==> src/ring_access_consts.vh <==
// constants for the access-ring maintenance block: register map, field
// positions, reset values, station numbers and timing figures.
// assumes it is included by its bare name from the design file.
`ifndef RING_ACCESS_CONSTS_VH
`define RING_ACCESS_CONSTS_VH

// ----------------------------------------------------------------------
// register word indexes (byte address = 4 * index)
// ----------------------------------------------------------------------
`define REG_CTRL          4'h0
`define REG_OWN           4'h1
`define REG_NAR           4'h2
`define REG_SUCC          4'h3
`define REG_IRQ_STATUS    4'h4
`define REG_IRQ_MASK      4'h5
`define REG_ACK_TIME      4'h6

// ----------------------------------------------------------------------
// field positions
// ----------------------------------------------------------------------
`define CTRL_NET_ENABLE   0
`define CTRL_ISOLATE      1
`define CTRL_JOIN_REQ     2
`define CTRL_RX_ONLY      3
`define CTRL_START_TOKEN  4
`define CTRL_WIDTH        5
`define NAR_FLAG_BIT      8
`define SUCC_SCAN_BIT     8
`define SUCC_HOLD_BIT     9
`define IRQ_RING_CHANGE   0
`define IRQ_SELF_ONLY     1
`define IRQ_DATA_TIMEOUT  2
`define IRQ_TOKEN_IN      3
`define IRQ_WIDTH         4

// ----------------------------------------------------------------------
// reset values
// ----------------------------------------------------------------------
`define CTRL_RESET        5'h00
`define OWN_RESET         8'h01
`define IRQ_RESET         4'h0
`define ACK_TIME_RESET    16'h0064

// ----------------------------------------------------------------------
// station numbers and token control values
// ----------------------------------------------------------------------
`define STATION_NONE      8'h00
`define STATION_FIRST     8'h01
`define STATION_LAST      8'hFE
`define STATION_BCAST     8'hFF
`define TC_ACK_REQUEST    8'hFF

// ----------------------------------------------------------------------
// timing: the ack timer counts microsecond ticks
// ----------------------------------------------------------------------
`define CLK_MHZ           250
`define TICK_US           1
`define TICK_CYCLES       (`CLK_MHZ * `TICK_US)
`define TICK_CNT_LAST     8'hF9

`endif

==> src/token_ring_access_recovery.v <==
// access-ring maintenance: successor selection, failure scanning,
// scan control frames, poll acknowledge status and an Avalon-MM register
// slave with one level interrupt.
// assumes a frame receiver/transmitter beside it that reports decoded
// frames as one-cycle pulses and sends token and ack frames on request,
// all synchronous to mclk.
//
// Functional notes
// - entering networked state, successor comes from next-address request when flag set.
// - outside scan mode the token is addressed to the current successor station.
// - in scan mode, no answer from the addressed station means the next higher number is tried.
// - the first answering station is stored as successor for later passes.
// - scanning skips 0 and 255, stepping circularly 1 to 254.
// - in scan mode each candidate station gets exactly one token attempt.
// - two failed passes to the successor set it to plus one and start scanning.
// - a successor change caused by a network exception raises the ring-change interrupt.
// - a scan control frame sets successor to own number plus one, no host action.
// - scan frames addressed to own number or broadcast are both obeyed.
// - destination 255 is broadcast for every station; zero is reserved.
// - ack timer expiry with no answer after a token pass counts as failure.
// - timer restarts on transmission complete; valid frame from the addressed station is its answer.
// - recovery scans from failed successor plus one; startup from own plus one unless a next-address request is flagged.
// - an isolated station stops responding so peers drop it like a dead one.
// - host frame awaiting ack is abandoned at timer expiry, outcome reported, work continues.
// - poll acknowledge carries host-set join-request and receive-only bits and an in-ring bit that is the inverse of receive-only.
`timescale 1ns/10ps
`default_nettype none
`include "ring_access_consts.vh"

module token_ring_access_recovery (
	input  wire        mclk,
	input  wire        rst_n,
	// avalon-mm register slave
	input  wire [3:0]  avs_address,
	input  wire        avs_read,
	input  wire        avs_write,
	input  wire [31:0] avs_writedata,
	output reg  [31:0] avs_readdata,
	output reg         avs_waitrequest,
	output reg         irq,
	// decoded receive frames, one-cycle pulse with fields
	input  wire        rx_valid,
	input  wire        rx_ok,
	input  wire [7:0]  rx_source,
	input  wire [7:0]  rx_dest,
	input  wire [7:0]  rx_token_byte,
	input  wire        rx_scan,
	input  wire        rx_ack,
	// data transmission side
	input  wire        token_release,
	input  wire        tx_done,
	input  wire        data_ack_wait,
	input  wire [7:0]  data_dest,
	output reg         token_held,
	output reg         token_tx_valid,
	output reg  [7:0]  token_tx_addr,
	output reg         frame_status_valid,
	output reg         frame_status_ok,
	// poll acknowledge request to the transmitter
	output reg         ack_send,
	output reg  [7:0]  ack_dest,
	output reg  [2:0]  ack_status
);

	// ------------------------------------------------------------------
	// states
	// ------------------------------------------------------------------
	localparam [2:0] S_OFF    = 3'h0;
	localparam [2:0] S_LISTEN = 3'h1;
	localparam [2:0] S_HOLD   = 3'h2;
	localparam [2:0] S_SEND   = 3'h3;
	localparam [2:0] S_TXWAIT = 3'h4;
	localparam [2:0] S_RESP   = 3'h5;
	localparam [2:0] S_DWAIT  = 3'h6;

	// ------------------------------------------------------------------
	// functions
	// ------------------------------------------------------------------
	// next candidate station, circular over the usable range only
	function [7:0] next_station;
		input [7:0] s;
		begin
			if (s >= `STATION_LAST || s == `STATION_NONE)
				next_station = `STATION_FIRST;
			else
				next_station = s + `STATION_FIRST;
		end
	endfunction

	// destination match: own number or broadcast
	function for_us;
		input [7:0] dest;
		input [7:0] own;
		begin
			for_us = (dest == own) || (dest == `STATION_BCAST);
		end
	endfunction

	// ------------------------------------------------------------------
	// registers
	// ------------------------------------------------------------------
	reg [`CTRL_WIDTH-1:0] ctrl;
	reg [7:0]             own_station_number;
	reg [7:0]             next_addr_request;
	reg                   new_successor_flag;
	reg [7:0]             successor_station;
	reg                   scanning;
	reg [`IRQ_WIDTH-1:0]  irq_status;
	reg [`IRQ_WIDTH-1:0]  irq_mask;
	reg [15:0]            ack_time;

	reg [2:0]             state;
	reg [7:0]             target;
	reg                   second_try;
	reg                   net_q;
	reg [15:0]            ack_timer;
	reg [7:0]             tick_cnt;
	reg                   tick;
	reg [7:0]             wait_dest;

	wire net_on   = ctrl[`CTRL_NET_ENABLE];
	wire isolated = ctrl[`CTRL_ISOLATE];
	wire net_entry = net_on && !net_q;

	// a write completes at the edge where waitrequest is seen low; read data is loaded at the edge where it is still high
	wire wr_go = avs_write && !avs_waitrequest;
	wire rd_go = avs_read && avs_waitrequest;

	// frames that count: good check sequence, station not isolated (an answer from target needs only a good check sequence)
	wire rx_good = rx_valid && rx_ok && !isolated;
	wire rx_token_in = rx_good && (rx_token_byte == own_station_number);
	wire rx_scan_in  = rx_good && rx_scan && for_us(rx_dest, own_station_number);
	wire rx_poll_in  = rx_good && (rx_token_byte == `TC_ACK_REQUEST)
		&& for_us(rx_dest, own_station_number) && (rx_dest != `STATION_BCAST);
	wire rx_from_target = rx_valid && rx_ok && (rx_source == target);

	// timer runs out only on a tick so the count stays in microseconds
	wire timer_expired = tick && (ack_timer == 16'h0000);

	// events that set the sticky interrupt bits, built below
	reg [`IRQ_WIDTH-1:0] irq_set;
	wire [`IRQ_WIDTH-1:0] irq_clr =
		(wr_go && avs_address == `REG_IRQ_STATUS) ? avs_writedata[`IRQ_WIDTH-1:0] :
		{`IRQ_WIDTH{1'b0}};

	// ------------------------------------------------------------------
	// microsecond tick divider
	// ------------------------------------------------------------------
	// free running: a timeout may be up to one tick longer, which
	// is accepted against the cost of restarting the divider per pass
	always @(posedge mclk) begin
		if (!rst_n) begin
			tick_cnt <= 8'h00;
			tick     <= 1'b0;
		end else if (tick_cnt == `TICK_CNT_LAST) begin
			tick_cnt <= 8'h00;
			tick     <= 1'b1;
		end else begin
			tick_cnt <= tick_cnt + 8'h01;
			tick     <= 1'b0;
		end
	end

	// ------------------------------------------------------------------
	// avalon-mm slave handshake and read data
	// ------------------------------------------------------------------
	// one wait state: request seen, waitrequest drops, done next edge
	always @(posedge mclk) begin
		if (!rst_n) begin
			avs_waitrequest <= 1'b1;
			avs_readdata    <= 32'h0000_0000;
		end else begin
			if ((avs_read || avs_write) && avs_waitrequest)
				avs_waitrequest <= 1'b0;
			else
				avs_waitrequest <= 1'b1;
			if (rd_go) begin
				case (avs_address)
				`REG_CTRL:       avs_readdata <= {27'h0, ctrl};
				`REG_OWN:        avs_readdata <= {24'h0, own_station_number};
				`REG_NAR:        avs_readdata <= {23'h0, new_successor_flag,
							next_addr_request};
				`REG_SUCC:       avs_readdata <= {22'h0, token_held, scanning,
							successor_station};
				`REG_IRQ_STATUS: avs_readdata <= {28'h0, irq_status};
				`REG_IRQ_MASK:   avs_readdata <= {28'h0, irq_mask};
				`REG_ACK_TIME:   avs_readdata <= {16'h0, ack_time};
				default:         avs_readdata <= 32'h0000_0000;
				endcase
			end
		end
	end

	// ------------------------------------------------------------------
	// host-written configuration
	// ------------------------------------------------------------------
	always @(posedge mclk) begin
		if (!rst_n) begin
			ctrl               <= `CTRL_RESET;
			own_station_number <= `OWN_RESET;
			irq_mask           <= `IRQ_RESET;
			ack_time           <= `ACK_TIME_RESET;
			next_addr_request  <= `STATION_FIRST;
		end else if (wr_go) begin
			case (avs_address)
			`REG_CTRL:     ctrl <= avs_writedata[`CTRL_WIDTH-1:0];
			`REG_OWN:      own_station_number <= avs_writedata[7:0];
			`REG_NAR:      next_addr_request <= avs_writedata[7:0];
			`REG_IRQ_MASK: irq_mask <= avs_writedata[`IRQ_WIDTH-1:0];
			`REG_ACK_TIME: ack_time <= avs_writedata[15:0];
			default:       ;
			endcase
		end
	end

	// ------------------------------------------------------------------
	// interrupt status, mask and output
	// ------------------------------------------------------------------
	// a new event in the clear cycle survives: set wins over clear
	always @(posedge mclk) begin
		if (!rst_n) begin
			irq_status <= `IRQ_RESET;
			irq        <= 1'b0;
		end else begin
			irq_status <= (irq_status & ~irq_clr) | irq_set;
			irq        <= |(((irq_status & ~irq_clr) | irq_set) & irq_mask);
		end
	end

	// ------------------------------------------------------------------
	// poll acknowledge
	// ------------------------------------------------------------------
	// status bits are relayed without host involvement; an isolated
	// station never answers, so rx_poll_in stays low for it
	always @(posedge mclk) begin
		if (!rst_n) begin
			ack_send   <= 1'b0;
			ack_dest   <= `STATION_NONE;
			ack_status <= 3'h0;
		end else begin
			ack_send <= rx_poll_in && net_on;
			if (rx_poll_in && net_on) begin
				ack_dest   <= rx_source;
				ack_status <= {ctrl[`CTRL_JOIN_REQ], ctrl[`CTRL_RX_ONLY],
					!ctrl[`CTRL_RX_ONLY]};
			end
		end
	end

	// ------------------------------------------------------------------
	// interrupt events from the ring state machine
	// ------------------------------------------------------------------
	always @* begin
		irq_set = {`IRQ_WIDTH{1'b0}};
		if (state == S_RESP && !rx_from_target && timer_expired) begin
			if (scanning && next_station(target) == own_station_number)
				irq_set[`IRQ_SELF_ONLY] = 1'b1;
			else if (!scanning && second_try)
				irq_set[`IRQ_RING_CHANGE] = 1'b1;
		end
		if (state == S_RESP && rx_from_target && scanning
			&& target != successor_station)
			irq_set[`IRQ_RING_CHANGE] = 1'b1;
		if ((state == S_LISTEN || state == S_HOLD) && rx_scan_in)
			irq_set[`IRQ_RING_CHANGE] = 1'b1;
		if (state == S_DWAIT && timer_expired && !(rx_valid && rx_ok && rx_ack
			&& rx_source == wait_dest))
			irq_set[`IRQ_DATA_TIMEOUT] = 1'b1;
		if (state == S_LISTEN && rx_token_in)
			irq_set[`IRQ_TOKEN_IN] = 1'b1;
	end

	// ------------------------------------------------------------------
	// ring state machine
	// ------------------------------------------------------------------
	always @(posedge mclk) begin
		if (!rst_n) begin
			state              <= S_OFF;
			net_q              <= 1'b0;
			new_successor_flag <= 1'b0;
			successor_station  <= `STATION_FIRST;
			scanning           <= 1'b0;
			target             <= `STATION_FIRST;
			second_try         <= 1'b0;
			ack_timer          <= 16'h0000;
			wait_dest          <= `STATION_NONE;
			token_held         <= 1'b0;
			token_tx_valid     <= 1'b0;
			token_tx_addr      <= `STATION_NONE;
			frame_status_valid <= 1'b0;
			frame_status_ok    <= 1'b0;
		end else begin
			net_q              <= net_on;
			token_tx_valid     <= 1'b0;
			frame_status_valid <= 1'b0;
			// the ack timer counts down in microsecond ticks
			if (tick && ack_timer != 16'h0000)
				ack_timer <= ack_timer - 16'h0001;

			if (!net_on) begin
				state      <= S_OFF;
				token_held <= 1'b0;
				scanning   <= 1'b0;
			end else begin
				case (state)
				S_OFF: begin
					if (net_entry) begin
						// startup scan from request or own plus one
						if (new_successor_flag) begin
							successor_station  <= next_addr_request;
							new_successor_flag <= 1'b0;
						end else begin
							successor_station <= next_station(own_station_number);
						end
						scanning   <= 1'b1;
						second_try <= 1'b0;
						if (ctrl[`CTRL_START_TOKEN] && !isolated) begin
							state      <= S_HOLD;
							token_held <= 1'b1;
						end else begin
							state <= S_LISTEN;
						end
					end
				end
				S_LISTEN, S_HOLD: begin
					// host rewrites the successor between passes
					if (new_successor_flag) begin
						successor_station  <= next_addr_request;
						new_successor_flag <= 1'b0;
						scanning           <= 1'b0;
					end else if (rx_scan_in) begin
						successor_station <= next_station(own_station_number);
						scanning          <= 1'b1;
					end
					if (state == S_LISTEN) begin
						if (rx_token_in) begin
							state      <= S_HOLD;
							token_held <= 1'b1;
						end
					end else if (data_ack_wait) begin
						// host frame sent, wait for its ack
						wait_dest <= data_dest;
						ack_timer <= ack_time;
						state     <= S_DWAIT;
					end else if (token_release) begin
						target     <= successor_station;
						second_try <= 1'b0;
						state      <= S_SEND;
					end
				end
				S_DWAIT: begin
					if (rx_valid && rx_ok && rx_ack && rx_source == wait_dest) begin
						frame_status_valid <= 1'b1;
						frame_status_ok    <= 1'b1;
						state              <= S_HOLD;
					end else if (timer_expired) begin
						frame_status_valid <= 1'b1;
						frame_status_ok    <= 1'b0;
						state              <= S_HOLD;
					end
				end
				S_SEND: begin
					token_tx_valid <= 1'b1;
					token_tx_addr  <= target;
					token_held     <= 1'b0;
					state          <= S_TXWAIT;
				end
				S_TXWAIT: begin
					if (tx_done) begin
						ack_timer <= ack_time;
						state     <= S_RESP;
					end
				end
				S_RESP: begin
					if (rx_from_target) begin
						// the pass succeeded: remember who answered
						if (scanning)
							successor_station <= target;
						scanning   <= 1'b0;
						second_try <= 1'b0;
						state      <= S_LISTEN;
					end else if (timer_expired) begin
						if (scanning) begin
							// one try per candidate, then step on
							if (next_station(target) == own_station_number) begin
								// nobody else alive: keep the token
								successor_station <= next_station(own_station_number);
								token_held        <= 1'b1;
								state             <= S_HOLD;
							end else begin
								target <= next_station(target);
								state  <= S_SEND;
							end
						end else if (!second_try) begin
							second_try <= 1'b1;
							state      <= S_SEND;
						end else begin
							// start recovery just above the dead station
							successor_station <= next_station(target);
							target            <= next_station(target);
							scanning          <= 1'b1;
							second_try        <= 1'b0;
							if (next_station(target) == own_station_number) begin
								successor_station <= next_station(own_station_number);
								token_held <= 1'b1;
								state      <= S_HOLD;
							end else begin
								state <= S_SEND;
							end
						end
					end
				end
				default: state <= S_OFF;
				endcase
			end
			if (wr_go && avs_address == `REG_NAR && avs_writedata[`NAR_FLAG_BIT])
				new_successor_flag <= 1'b1;
		end
	end

endmodule
`default_nettype wire

==> config.mk <==
export PLATFORM = sky130hd
export DESIGN_NAME = token_ring_access_recovery
export DESIGN_NICKNAME = d
export VERILOG_FILES = /design/src/token_ring_access_recovery.v
export VERILOG_INCLUDE_DIRS = /design/src
export SDC_FILE = /design/constraint.sdc
export NUM_CORES = 1
export LEC_CHECK = 0
export BUFFER_PORTS_ARGS = -buffer_cell sky130_fd_sc_hd__buf_2
export CAP_MARGIN = 10
export CELL_PAD_IN_SITES_DETAIL_PLACEMENT = 1
export CELL_PAD_IN_SITES_GLOBAL_PLACEMENT = 2
export CORE_ASPECT_RATIO = 1.1
export CORE_MARGIN = 2
export CORE_UTILIZATION = 34
export CTS_BUF_LIST = sky130_fd_sc_hd__clkbuf_4 sky130_fd_sc_hd__clkbuf_8
export CTS_CLUSTER_SIZE = 20
export DETAILED_ROUTE_END_ITERATION = 10
export PLACE_DENSITY_LB_ADDON = 0.1
export SYNTH_ARGS = -nofsm -noshare
export SYNTH_HDL_FRONTEND = slang
export SYNTH_SLANG_ARGS = --single-unit
export TNS_END_PERCENT = 30
==> constraint.sdc <==
create_clock -name mclk -period 3.95 [get_ports mclk]
set_input_delay 0.1975 -clock mclk [delete_from_list [all_inputs] [get_ports mclk]]
set_output_delay 0.1975 -clock mclk [all_outputs]
set_load 0.05 [all_outputs]
==> flow_summary.yaml, run 1 <==
timing:
  timing.clock.skew_ps: 15.5
  timing_max_transition_violations_final: 0
  grt_setup_unrepaired: "false"
  post-route-min-period_ps: 3300
  maxClockFrequency_mhz: 303
  layout_worst_path_cycle_share_pct: 83.4
  report.final.hold_viol_count: 0
  setup_violations_final: 0
  slew_headroom_pct: 36.4
  tightestPinTransition_ps: 951
  setup_tns_ps: 0
flow_run:
  cap_viol_max_count: 0
worst_setup_path:
  worst_r2r_path_depth: 10
  timing.critical_path.from: "target[0]$_SDFFE_PN1P_"
  critical_path_required_ps: 4300
  worst_path_largest_cell_delay_ps: 560
  last_element_of_the_critical_path: "state[0]$_SDFFE_PN0P_"
  critical_path_class: "register to register"
  worstPathCellList: "buf_4 > inv_1 > ha_1 > or4b_4 > o22a_1 > nor4_4 > o2111ai_2 > a211oi_4 > a21oi_1 > o31a_1"
  timing.critical_path.to_type: "register"
  critical_path_start_type: "register"
  worstReg2RegStart: "target[0]$_SDFFE_PN1P_"
  slowest_stage: "sky130_fd_sc_hd__a211oi_4"
  regToRegSetupSlack_ps: 650
  critPathMaxFanout: 9
  r2r-end: "state[0]$_SDFFE_PN0P_"
  worst_path_arrival_time_ps: 3650
placement:
  port-buffer-count: 104
  dp_cells: 1435
  gpl.final_weighted_congestion: 0.870
  detailed_place_hpwl_um: 23700
global_routing:
  antenna_found_initial: 0
  grt_remaining_overflow: 0
  first_global_vias: 8245
  grt_use_total_pct: 24.5
  maximum_number_of_pins_on_one_net_before_global_route_repair: 53
  grt_first_pass_wirelength_um: 48900
logic_synthesis:
  syn_area_um2: 8320
  netlist-cell-type-count: 78
  number_of_synthesized_flops_with_an_enable_pin: 0
  synth_warnings: 0
  average_cell_area_after_synthesis_um2: 7.88
  yosys.area.top_type_share_pct: 34.4
  postSynth.topFlopCell: "sky130_fd_sc_hd__dfxtp_1"
  synth.ff_latch_count: 143
  sequential_area_share_after_synthesis_pct: 34.4
  async_set_or_reset_flop_fraction_in_the_synthesized_netlist_pct: 0
  synth_area_leader_cell: "sky130_fd_sc_hd__dfxtp_1"
  syn-instance-count: 1057
  netlist_top_cells_area: "sky130_fd_sc_hd__dfxtp_1, sky130_fd_sc_hd__nand2_1, sky130_fd_sc_hd__a21oi_1, sky130_fd_sc_hd__xor2_1, sky130_fd_sc_hd__nor2_1"
pwr:
  power_density_nw_per_um2: 304
  power.static_leakage_nw: 3.79
  vdd.ir_drop.worst_uv: 145
die:
  core_region_area_um2: 24200
  ios: 137
  initial_utilization_pct: 34.3
  dieWidth_um: 153
  floorplan.die_area_um2: 25800
  die_height_um: 168
  placementRows: 60
drt:
  dr.pass1.iters: 4
  drtIter0Drc: 465
  postRouteAntennaNets: 0
  drt-vias-per-instance: 5.51
  post_drt_wl_per_cell_um: 21.3
  finalWirelength_um: 31600
  post-route-drc-count: 0
  num_vias: 8178
clocking:
  clk_pin_slew_ps: 100
  cts.sinks: 143
  cts_tree: "yes"
  clock_path_buffers: 2
  clkLatencyLatePin_ps: 470
  cts_max_level: 4
  total_cts_buffers: 17
  clockRootBuffer: "sky130_fd_sc_hd__clkbuf_8"
cells_and_area:
  layout.nets: 1250
  final_std_cells_w_o_fill: 1483
  area.growth.synth_to_final_pct: 17.1
  antennaDiodeCount: 0
  final_layout_size_suffix_gt1_share_pct: 17.2
worst_hold_path:
  hold_path.class: "primary input to register"
run_status:
  status: "completed"
-- cells in the mapped netlist, types with 5 or more instances --
| library cell | n |
|---|---|
| sky130_fd_sc_hd__a211oi_1 | 16 |
| sky130_fd_sc_hd__a211oi_2 | 7 |
| sky130_fd_sc_hd__a21o_1 | 7 |
| sky130_fd_sc_hd__a21oi_1 | 80 |
| sky130_fd_sc_hd__a221oi_1 | 9 |
| sky130_fd_sc_hd__a22oi_1 | 24 |
| sky130_fd_sc_hd__a31oi_1 | 9 |
| sky130_fd_sc_hd__and2_1 | 8 |
| sky130_fd_sc_hd__and3_1 | 7 |
| sky130_fd_sc_hd__buf_1 | 6 |
| sky130_fd_sc_hd__buf_2 | 5 |
| sky130_fd_sc_hd__buf_4 | 16 |
| sky130_fd_sc_hd__clkbuf_1 | 55 |
| sky130_fd_sc_hd__dfxtp_1 | 143 |
| sky130_fd_sc_hd__ha_1 | 10 |
| sky130_fd_sc_hd__inv_1 | 22 |
| sky130_fd_sc_hd__mux2_2 | 8 |
| sky130_fd_sc_hd__mux2i_1 | 28 |
| sky130_fd_sc_hd__nand2_1 | 150 |
| sky130_fd_sc_hd__nand2b_1 | 21 |
| sky130_fd_sc_hd__nand3_1 | 63 |
| sky130_fd_sc_hd__nand4_1 | 9 |
| sky130_fd_sc_hd__nor2_1 | 89 |
| sky130_fd_sc_hd__nor2b_1 | 12 |
| sky130_fd_sc_hd__nor3_1 | 15 |
| sky130_fd_sc_hd__nor4_1 | 11 |
| sky130_fd_sc_hd__o211ai_1 | 6 |
| sky130_fd_sc_hd__o21ai_0 | 47 |
| sky130_fd_sc_hd__o221a_1 | 7 |
| sky130_fd_sc_hd__o22ai_1 | 8 |
| sky130_fd_sc_hd__or2_2 | 5 |
| sky130_fd_sc_hd__or3_1 | 11 |
| sky130_fd_sc_hd__xnor2_1 | 24 |
| sky130_fd_sc_hd__xor2_1 | 45 |
-- worst min path at each step --
stage	start	to	slack, ps	depth (start not counted)
2_1_floorplan	avs_read	avs_waitrequest$_SDFF_PN1_	310	1
3_3_place_gp	data_dest[6]	wait_dest[6]$_SDFFE_PN0P_	430	3
3_5_place_dp	avs_read	avs_waitrequest$_SDFF_PN1_	440	2
4_1_cts	avs_writedata[4]	ack_time[4]$_SDFFE_PN0P_	0.9	3
5_1_grt	avs_writedata[4]	ack_time[4]$_SDFFE_PN0P_	10	3
6_report	avs_writedata[4]	ack_time[4]$_SDFFE_PN0P_	30	3
-- logic make-up (layout without fill, tap and decap cells) --
group	after synthesis	count (layout)	share of synthesized area (%)
mux	37	37	4.72
fa+ha+maj	10	10	1.50
other cells	1	16	0.0450
xor+xnor	70	70	7.53
simple gates	416	416	23.5
compound gates	270	270	22.2
buf+inv	110	211	6.12
flops	143	143	34.4
-- flip-flops by register name (all words and copies together) (netlist names), 3 cells and up --
| register | flops |
|---|---|
| ack_dest | 8 |
| ack_status | 3 |
| ack_time | 16 |
| ack_timer | 16 |
| avs_readdata | 16 |
| ctrl | 5 |
| irq_mask | 4 |
| irq_status | 4 |
| next_addr_request | 8 |
| own_station_number | 8 |
| state | 3 |
| successor_station | 8 |
| target | 8 |
| tick_cnt | 8 |
| token_tx_addr | 8 |
| wait_dest | 8 |
-- power breakdown --
| part | total, mW | internal, mW | leakage, nW | switching [mW] |
|---|---|---|---|---|
| logic | 0.228 | 0.0709 | 2.43 | 0.157 |
| clock network | 1.28 | 0.586 | 0.200 | 0.691 |
| registers | 1.45 | 1.45 | 1.15 | 0.00743 |
-- per-layer routing --
layer,track usage (%),share of wire [%],vias to the layer above
li1,-,-,3941
met1,34.1,48,4003
met2,39.2,46,191
met3,3.22,3.9,43
met4,8.01,2.5,0
met5,0,0,-
-- placed cells by master (no fill, tap or decap), types with 28 or more instances in the layout --
cell type,netlist,layout
sky130_fd_sc_hd__o21ai_0,47,47
sky130_fd_sc_hd__xor2_1,45,45
sky130_fd_sc_hd__dfxtp_1,143,143
sky130_fd_sc_hd__nand2_1,150,150
sky130_fd_sc_hd__nand3_1,63,63
sky130_fd_sc_hd__buf_4,16,33
sky130_fd_sc_hd__buf_2,5,104
sky130_fd_sc_hd__a21oi_1,80,80
sky130_fd_sc_hd__nor2_1,89,89
sky130_fd_sc_hd__mux2i_1,28,28
-- through the flow --
stage	area (µm²)	util, %	hold slack, ps	power [mW]	worst slack [ps]
final	9750	40.2	29.1	2.96	654
after CTS	9750	40.2	0.936	2.99	696
after global routing	9750	40.2	10.6	3.08	518
after global placement	9160	37.8	428	1.70	755
after detailed placement	9160	37.8	438	1.70	705
after floorplan	8380	-	313	1.62	956
-- layout make-up --
cell class                 count  area [µm²]
clock buffer                  17         234
clock inverter                14         179
fill                        3012       14500
inverter                      24        90.1
multi-input combinational    819        5010
sequential                   143        2860
tap                          310         388
timing repair buffer         156         978
-- what timing repair did --
action	in CTS	in global routing
hold buffers	17	0
hold endpoints to repair	16	0
gates resized for setup	0	0
setup buffers	0	0
-- worst max-delay path, delay by kind of cell, from the launching register on --
kind / cells / cell delay, ps
and+or+nand+nor: 2 / 750
AOI/OAI and AO/OA: 5 / 1620
DFF: 1 / 330
adders and majority gates: 1 / 170
buffers and inverters: 2 / 320
Power figures use the tool's default switching activity.
==> run 2: changes to the inputs <==
Settings changed: CORE_UTILIZATION 34 to 31.
Clock period 3.95 ns to 2.9 ns, I/O delays scaled along.
==> run 2 against run 1 <==
- cell count up 7.8%
- critical path depth unchanged
- count of clock-buffer cells in the layout up 2
- non-clock buffer count up 73
- maximum frequency up 18%
- clock skew down 1.6 ps
- worst setup slack worse by 560 ps
- clock power up 37%
- sequential share of layout area down 1.9 points
- utilization down 0.56 points
- power up 37%
- via count up 3.4%
- highest routed layer unchanged
==> flow_summary.yaml, run 2 (synthesis results as in run 1) <==
run_status:
  status: "completed"
drt:
  post-route-drc-count: 0
  drtIter0Drc: 461
  post_drt_wl_per_cell_um: 20.6
  dr.pass1.iters: 5
  num_vias: 8455
  finalWirelength_um: 32900
  postRouteAntennaNets: 0
  drt-vias-per-instance: 5.29
clocking:
  post-cts-setup-buffer-count: 0
  clkLatencyLatePin_ps: 470
  clk_pin_slew_ps: 80
  total_cts_buffers: 17
  clock_path_buffers: 2
  cts_tree: "yes"
  clockRootBuffer: "sky130_fd_sc_hd__clkbuf_8"
  cts_max_level: 4
  cts.sinks: 143
die:
  placementRows: 62
  dieWidth_um: 160
  ios: 137
  core_region_area_um2: 26300
  die_height_um: 176
  floorplan.die_area_um2: 28200
  initial_utilization_pct: 31.7
global_routing:
  use_met1_pct: 31.6
  grt.met3_usage_pct: 3.92
  groute.layer.met2.usage_pct: 38.6
  global_route.peak_usage_layer: "met2"
  first_global_vias: 8710
  grt_use_total_pct: 23.5
  maximum_number_of_pins_on_one_net_before_global_route_repair: 42
  grt_remaining_overflow: 0
  grt_first_pass_wirelength_um: 50700
  antenna_found_initial: 1
cells_and_area:
  fillCellCount: 3259
  leading_cell_type_in_the_layout_fill_and_taps_excluded: "sky130_fd_sc_hd__nand2_1"
  layout.cell_area.non_filler_um2: 10400
  largestRegisters: "ack_time x16, ack_timer x16, avs_readdata x16"
  area.growth.synth_to_final_pct: 25.2
  layout.nets: 1323
  antennaDiodeCount: 0
  final_std_cells_w_o_fill: 1598
  layout.cells.most_common_list: "sky130_fd_sc_hd__nand2_1, sky130_fd_sc_hd__dfxtp_1, sky130_fd_sc_hd__buf_2"
  utilization_pct: 39.6
  final_layout_size_suffix_gt1_share_pct: 21.6
timing:
  final.hold.worst_slack_ps: 18.4
  slew_headroom_pct: 33.7
  timing.clock.skew_ps: 14.0
  report.final.hold_viol_count: 0
  timing_max_transition_violations_final: 0
  setup_tns_ps: 0
  setup_violations_final: 0
  post-route-min-period_ps: 2800
  maxClockFrequency_mhz: 357
  tightestPinTransition_ps: 993
  layout_worst_path_cycle_share_pct: 96.7
  grt_setup_unrepaired: "false"
  fin_ws_ps: 95.6
worst_hold_path:
  hold_path.class: "primary input to register"
worst_setup_path:
  regToRegSetupSlack_ps: 100
  critical_path_class: "register to register"
  critical_path_start_type: "register"
  timing.critical_path.to_type: "register"
  critical_path_required_ps: 3280
  worst_path_arrival_time_ps: 3190
  critPathMaxFanout: 5
pwr:
  power_density_nw_per_um2: 390
  power.total_mw: 4.06
  power.static_leakage_nw: 4.15
  vdd.ir_drop.worst_uv: 333
placement:
  dp_cells: 1537
  detailed_place.area_um2: 9670
  gpl.final_weighted_congestion: 0.839
  dp_worst_setup_slack_ps: -327
  detailed_place_hpwl_um: 25400
  port-buffer-count: 104
flow_run:
  cap_viol_max_count: 0
==> run 2: cell count changes in the layout (fill, tap and decap cells not counted), moves of 2 or more <==
cell	change
sky130_fd_sc_hd__dlygate4sd3_1	+13
sky130_fd_sc_hd__inv_8	-4
sky130_fd_sc_hd__buf_4	+60
sky130_fd_sc_hd__clkinv_2	+2
sky130_fd_sc_hd__clkinv_4	+2
==> run 2: worst max-delay path: stages (launching register included) <==
cell                        delay, ps
sky130_fd_sc_hd__dfxtp_1          350
sky130_fd_sc_hd__inv_4             80
sky130_fd_sc_hd__ha_1             130
sky130_fd_sc_hd__or4b_4           480
sky130_fd_sc_hd__o22a_2           260
sky130_fd_sc_hd__nor4_4           170
sky130_fd_sc_hd__o2111ai_2        170
sky130_fd_sc_hd__buf_4            190
sky130_fd_sc_hd__a211o_4          310
sky130_fd_sc_hd__o41a_1           450
sky130_fd_sc_hd__o22ai_1          140
==> run 2: worst paths after layout <==
path,cells past startpoint,endpoint,startpoint
worst min register to register,2,avs_readdata[10]$_SDFFE_PN0P_,avs_readdata[10]$_SDFFE_PN0P_
worst max register to register,10,irq$_SDFF_PN0_,target[0]$_SDFFE_PN1P_
worst min-delay path,3,ack_dest[5]$_SDFFE_PN0P_,rx_source[5]
worst max-delay path,10,irq$_SDFF_PN0_,target[0]$_SDFFE_PN1P_
==> run 2: final cells by class <==
cell class | instances | area [µm²] | share of cell area [%]
Clock buffer | 19 | 255 | 2.45
Inverter | 24 | 92.6 | 0.888
Tap cell | 352 | 440 | 4.23
Multi-Input combinational cell | 819 | 5050 | 48.5
Sequential cell | 143 | 2860 | 27.5
Timing Repair Buffer | 229 | 1560 | 15.0
Clock inverter | 12 | 159 | 1.52
==> run 2: power breakdown <==
| part | internal, mW | total, mW | switching, mW |
|---|---|---|---|
| sequential | 1.97 | 1.98 | 0.00950 |
| clock | 0.884 | 1.75 | 0.867 |
| combinational | 0.111 | 0.333 | 0.222 |
==> run 2: what timing repair did <==
action | CTS | global route
resized for setup | 1 | 8
hold endpoints to repair | 39 | 0
setup endpoints to repair | 8 | 18
pin swaps | 0 | 1
hold buffers | 30 | 0
==> run 2: layer usage <==
metal  vias to the layer above  share of wire (%)
li1                       4081                  -
met1                      4153                 47
met2                       184                 47
met3                        37                3.9
met4                         0                2.4
met5                         -                  0
==> run 3: changes to the inputs <==
Settings changed: PLACE_DENSITY from default to 0.85, PLACE_DENSITY_LB_ADDON 0.1 to default.
==> run 3 against run 2 <==
- cell count down 1.1%
- non-clock buffer count is 19 lower
- count of clock-buffer cells in the layout did not move
- power is 0.95% lower
- critical path type unchanged
- first-iteration DRC count down 3.0%
- critical path depth increased by 1
- combinational power barely moved
- clock skew up 2.1 ps
- largest cell class unchanged
- routed wire length is 6.5% lower
- sequential share of layout area up 0.40 points
- cell area decreased by 1.5%
==> flow_summary.yaml, run 3 (synthesis results as in run 1) <==
run_status:
  status: "completed"
global_routing:
  maximum_number_of_pins_on_one_net_before_global_route_repair: 69
  grt_remaining_overflow: 0
  grt_use_total_pct: 21.9
  first_global_vias: 8500
  antenna_found_initial: 0
  grt_first_pass_wirelength_um: 48200
cells_and_area:
  multi_input_comb_area_um2: 5050
  layout.cell_area.non_filler_um2: 10300
  leading_cell_type_in_the_layout_fill_and_taps_excluded: "sky130_fd_sc_hd__nand2_1"
  fillCellCount: 3250
  seqCellArea_um2: 2860
  final_layout_size_suffix_gt1_share_pct: 20.4
  utilization_pct: 39.1
  antennaDiodeCount: 0
  layout.nets: 1304
  area.growth.synth_to_final_pct: 23.4
  layout.cells.most_common_list: "sky130_fd_sc_hd__nand2_1, sky130_fd_sc_hd__dfxtp_1, sky130_fd_sc_hd__buf_2"
  largestRegisters: "ack_time x16, ack_timer x16, avs_readdata x16"
worst_hold_path:
  hold_path.class: "primary input to register"
  timing.hold.worst_path_depth: 3
worst_setup_path:
  critical_path_required_ps: 3320
  worstPathCellList: "inv_4 > ha_1 > or4b_4 > o22a_2 > o22ai_1 > o2111ai_2 > buf_4 > a211o_1 > buf_4 > a211oi_2 > o221a_1"
  critical_path_class: "register to register"
  worst_path_arrival_time_ps: 3260
  cp_common_cell: "sky130_fd_sc_hd__buf_4"
  slowest_stage: "sky130_fd_sc_hd__or4b_4"
  worst_path_largest_cell_delay_ps: 460
  critPathMaxFanout: 5
  worst_r2r_path_depth: 11
  critical_path_start_type: "register"
  timing.critical_path.to_type: "register"
timing:
  slew_headroom_pct: 35.8
  timing.clock.skew_ps: 16.1
  post-route-min-period_ps: 2830
  report.final.hold_viol_count: 0
  tightestPinTransition_ps: 955
  timing_max_transition_violations_final: 0
  maxClockFrequency_mhz: 353
  layout_worst_path_cycle_share_pct: 97.7
  setup_tns_ps: 0
  setup_violations_final: 0
  fin_ws_ps: 67.1
  final.hold.worst_slack_ps: 24.5
flow_run:
  cap_viol_max_count: 0
clocking:
  clockRootBuffer: "sky130_fd_sc_hd__clkbuf_8"
  post-cts-setup-buffer-count: 0
  cts_max_level: 4
  clkLatencyLatePin_ps: 480
  clk_pin_slew_ps: 80
  clock_path_buffers: 2
  cts.sinks: 143
  total_cts_buffers: 17
  cts_tree: "yes"
drt:
  finalWirelength_um: 30700
  post_drt_wl_per_cell_um: 19.4
  post-route-drc-count: 0
  drt-vias-per-instance: 5.32
  num_vias: 8400
  drtIter0Drc: 447
  dr.pass1.iters: 5
  postRouteAntennaNets: 0
die:
  initial_utilization_pct: 31.7
  floorplan.die_area_um2: 28200
  die_height_um: 176
  dieWidth_um: 160
  ios: 137
  placementRows: 62
  core_region_area_um2: 26300
placement:
  detailed_place_hpwl_um: 23000
  gpl.final_weighted_congestion: 0.873
  dp_worst_setup_slack_ps: 26.4
  detailed_place.area_um2: 9520
  port-buffer-count: 104
pwr:
  power.static_leakage_nw: 4.06
  vdd.ir_drop.worst_uv: 289
  power_density_nw_per_um2: 392
-- run 3: power breakdown --
part | leakage, nW | internal, mW | switching, mW
registers | 1.15 | 1.97 | 0.00960
clock network | 0.207 | 0.871 | 0.845
logic | 2.70 | 0.112 | 0.218
total | 4.06 | 2.95 | 1.07
-- run 3: path summary, 6_finish.rpt --
check	to	slack, ps	from
setup / recovery	successor_station[3]$_SDFFE_PN0P_	70	target[0]$_SDFFE_PN1P_
hold / removal	ack_dest[1]$_SDFFE_PN0P_	20	rx_source[1]
setup reg to reg	successor_station[3]$_SDFFE_PN0P_	70	target[0]$_SDFFE_PN1P_
hold reg to reg	token_tx_addr[2]$_SDFFE_PN0P_	460	token_tx_addr[2]$_SDFFE_PN0P_
-- run 3: worst max-delay path: cells and delay by family (launching register included) --
family | cells | cell delay [ps]
buf+inv | 3 | 450
compound gates | 6 | 1360
simple gates | 1 | 460
flops | 1 | 370
fa+ha+maj | 1 | 130
-- run 3: what timing repair did --
| action | CTS | global route |
|---|---|---|
| hold buffers | 30 | 0 |
| hold endpoints to repair | 46 | 0 |
| gates resized for setup | 0 | 11 |
| endpoints found under the setup margin | 0 | 17 |
-- run 3: stage by stage --
stage	cells	power, mW
6_report	1580	4.03
5_1_grt	1580	4.18
4_1_cts	1580	4.06
3_5_place_dp	1518	2.32
3_3_place_gp	1518	2.32
2_1_floorplan	1072	2.21
-- run 3: layout make-up --
class / count / share of cell area (%)
Multi-Input combinational cell: 819 / 49.1
Sequential cell: 143 / 27.9
Timing Repair Buffer: 210 / 13.8
Tap cell: 352 / 4.29
Clock buffer: 19 / 2.42
Clock inverter: 13 / 1.60
Inverter: 24 / 0.901
-- run 3: per-layer routing --
metal,share of wire [%],GRT usage [%],up-vias
li1,-,-,4050
met2,48,36.6,208
met4,4.3,11.1,0
met1,44,27.5,4081
met3,3.7,3.26,61
met5,0,0,-
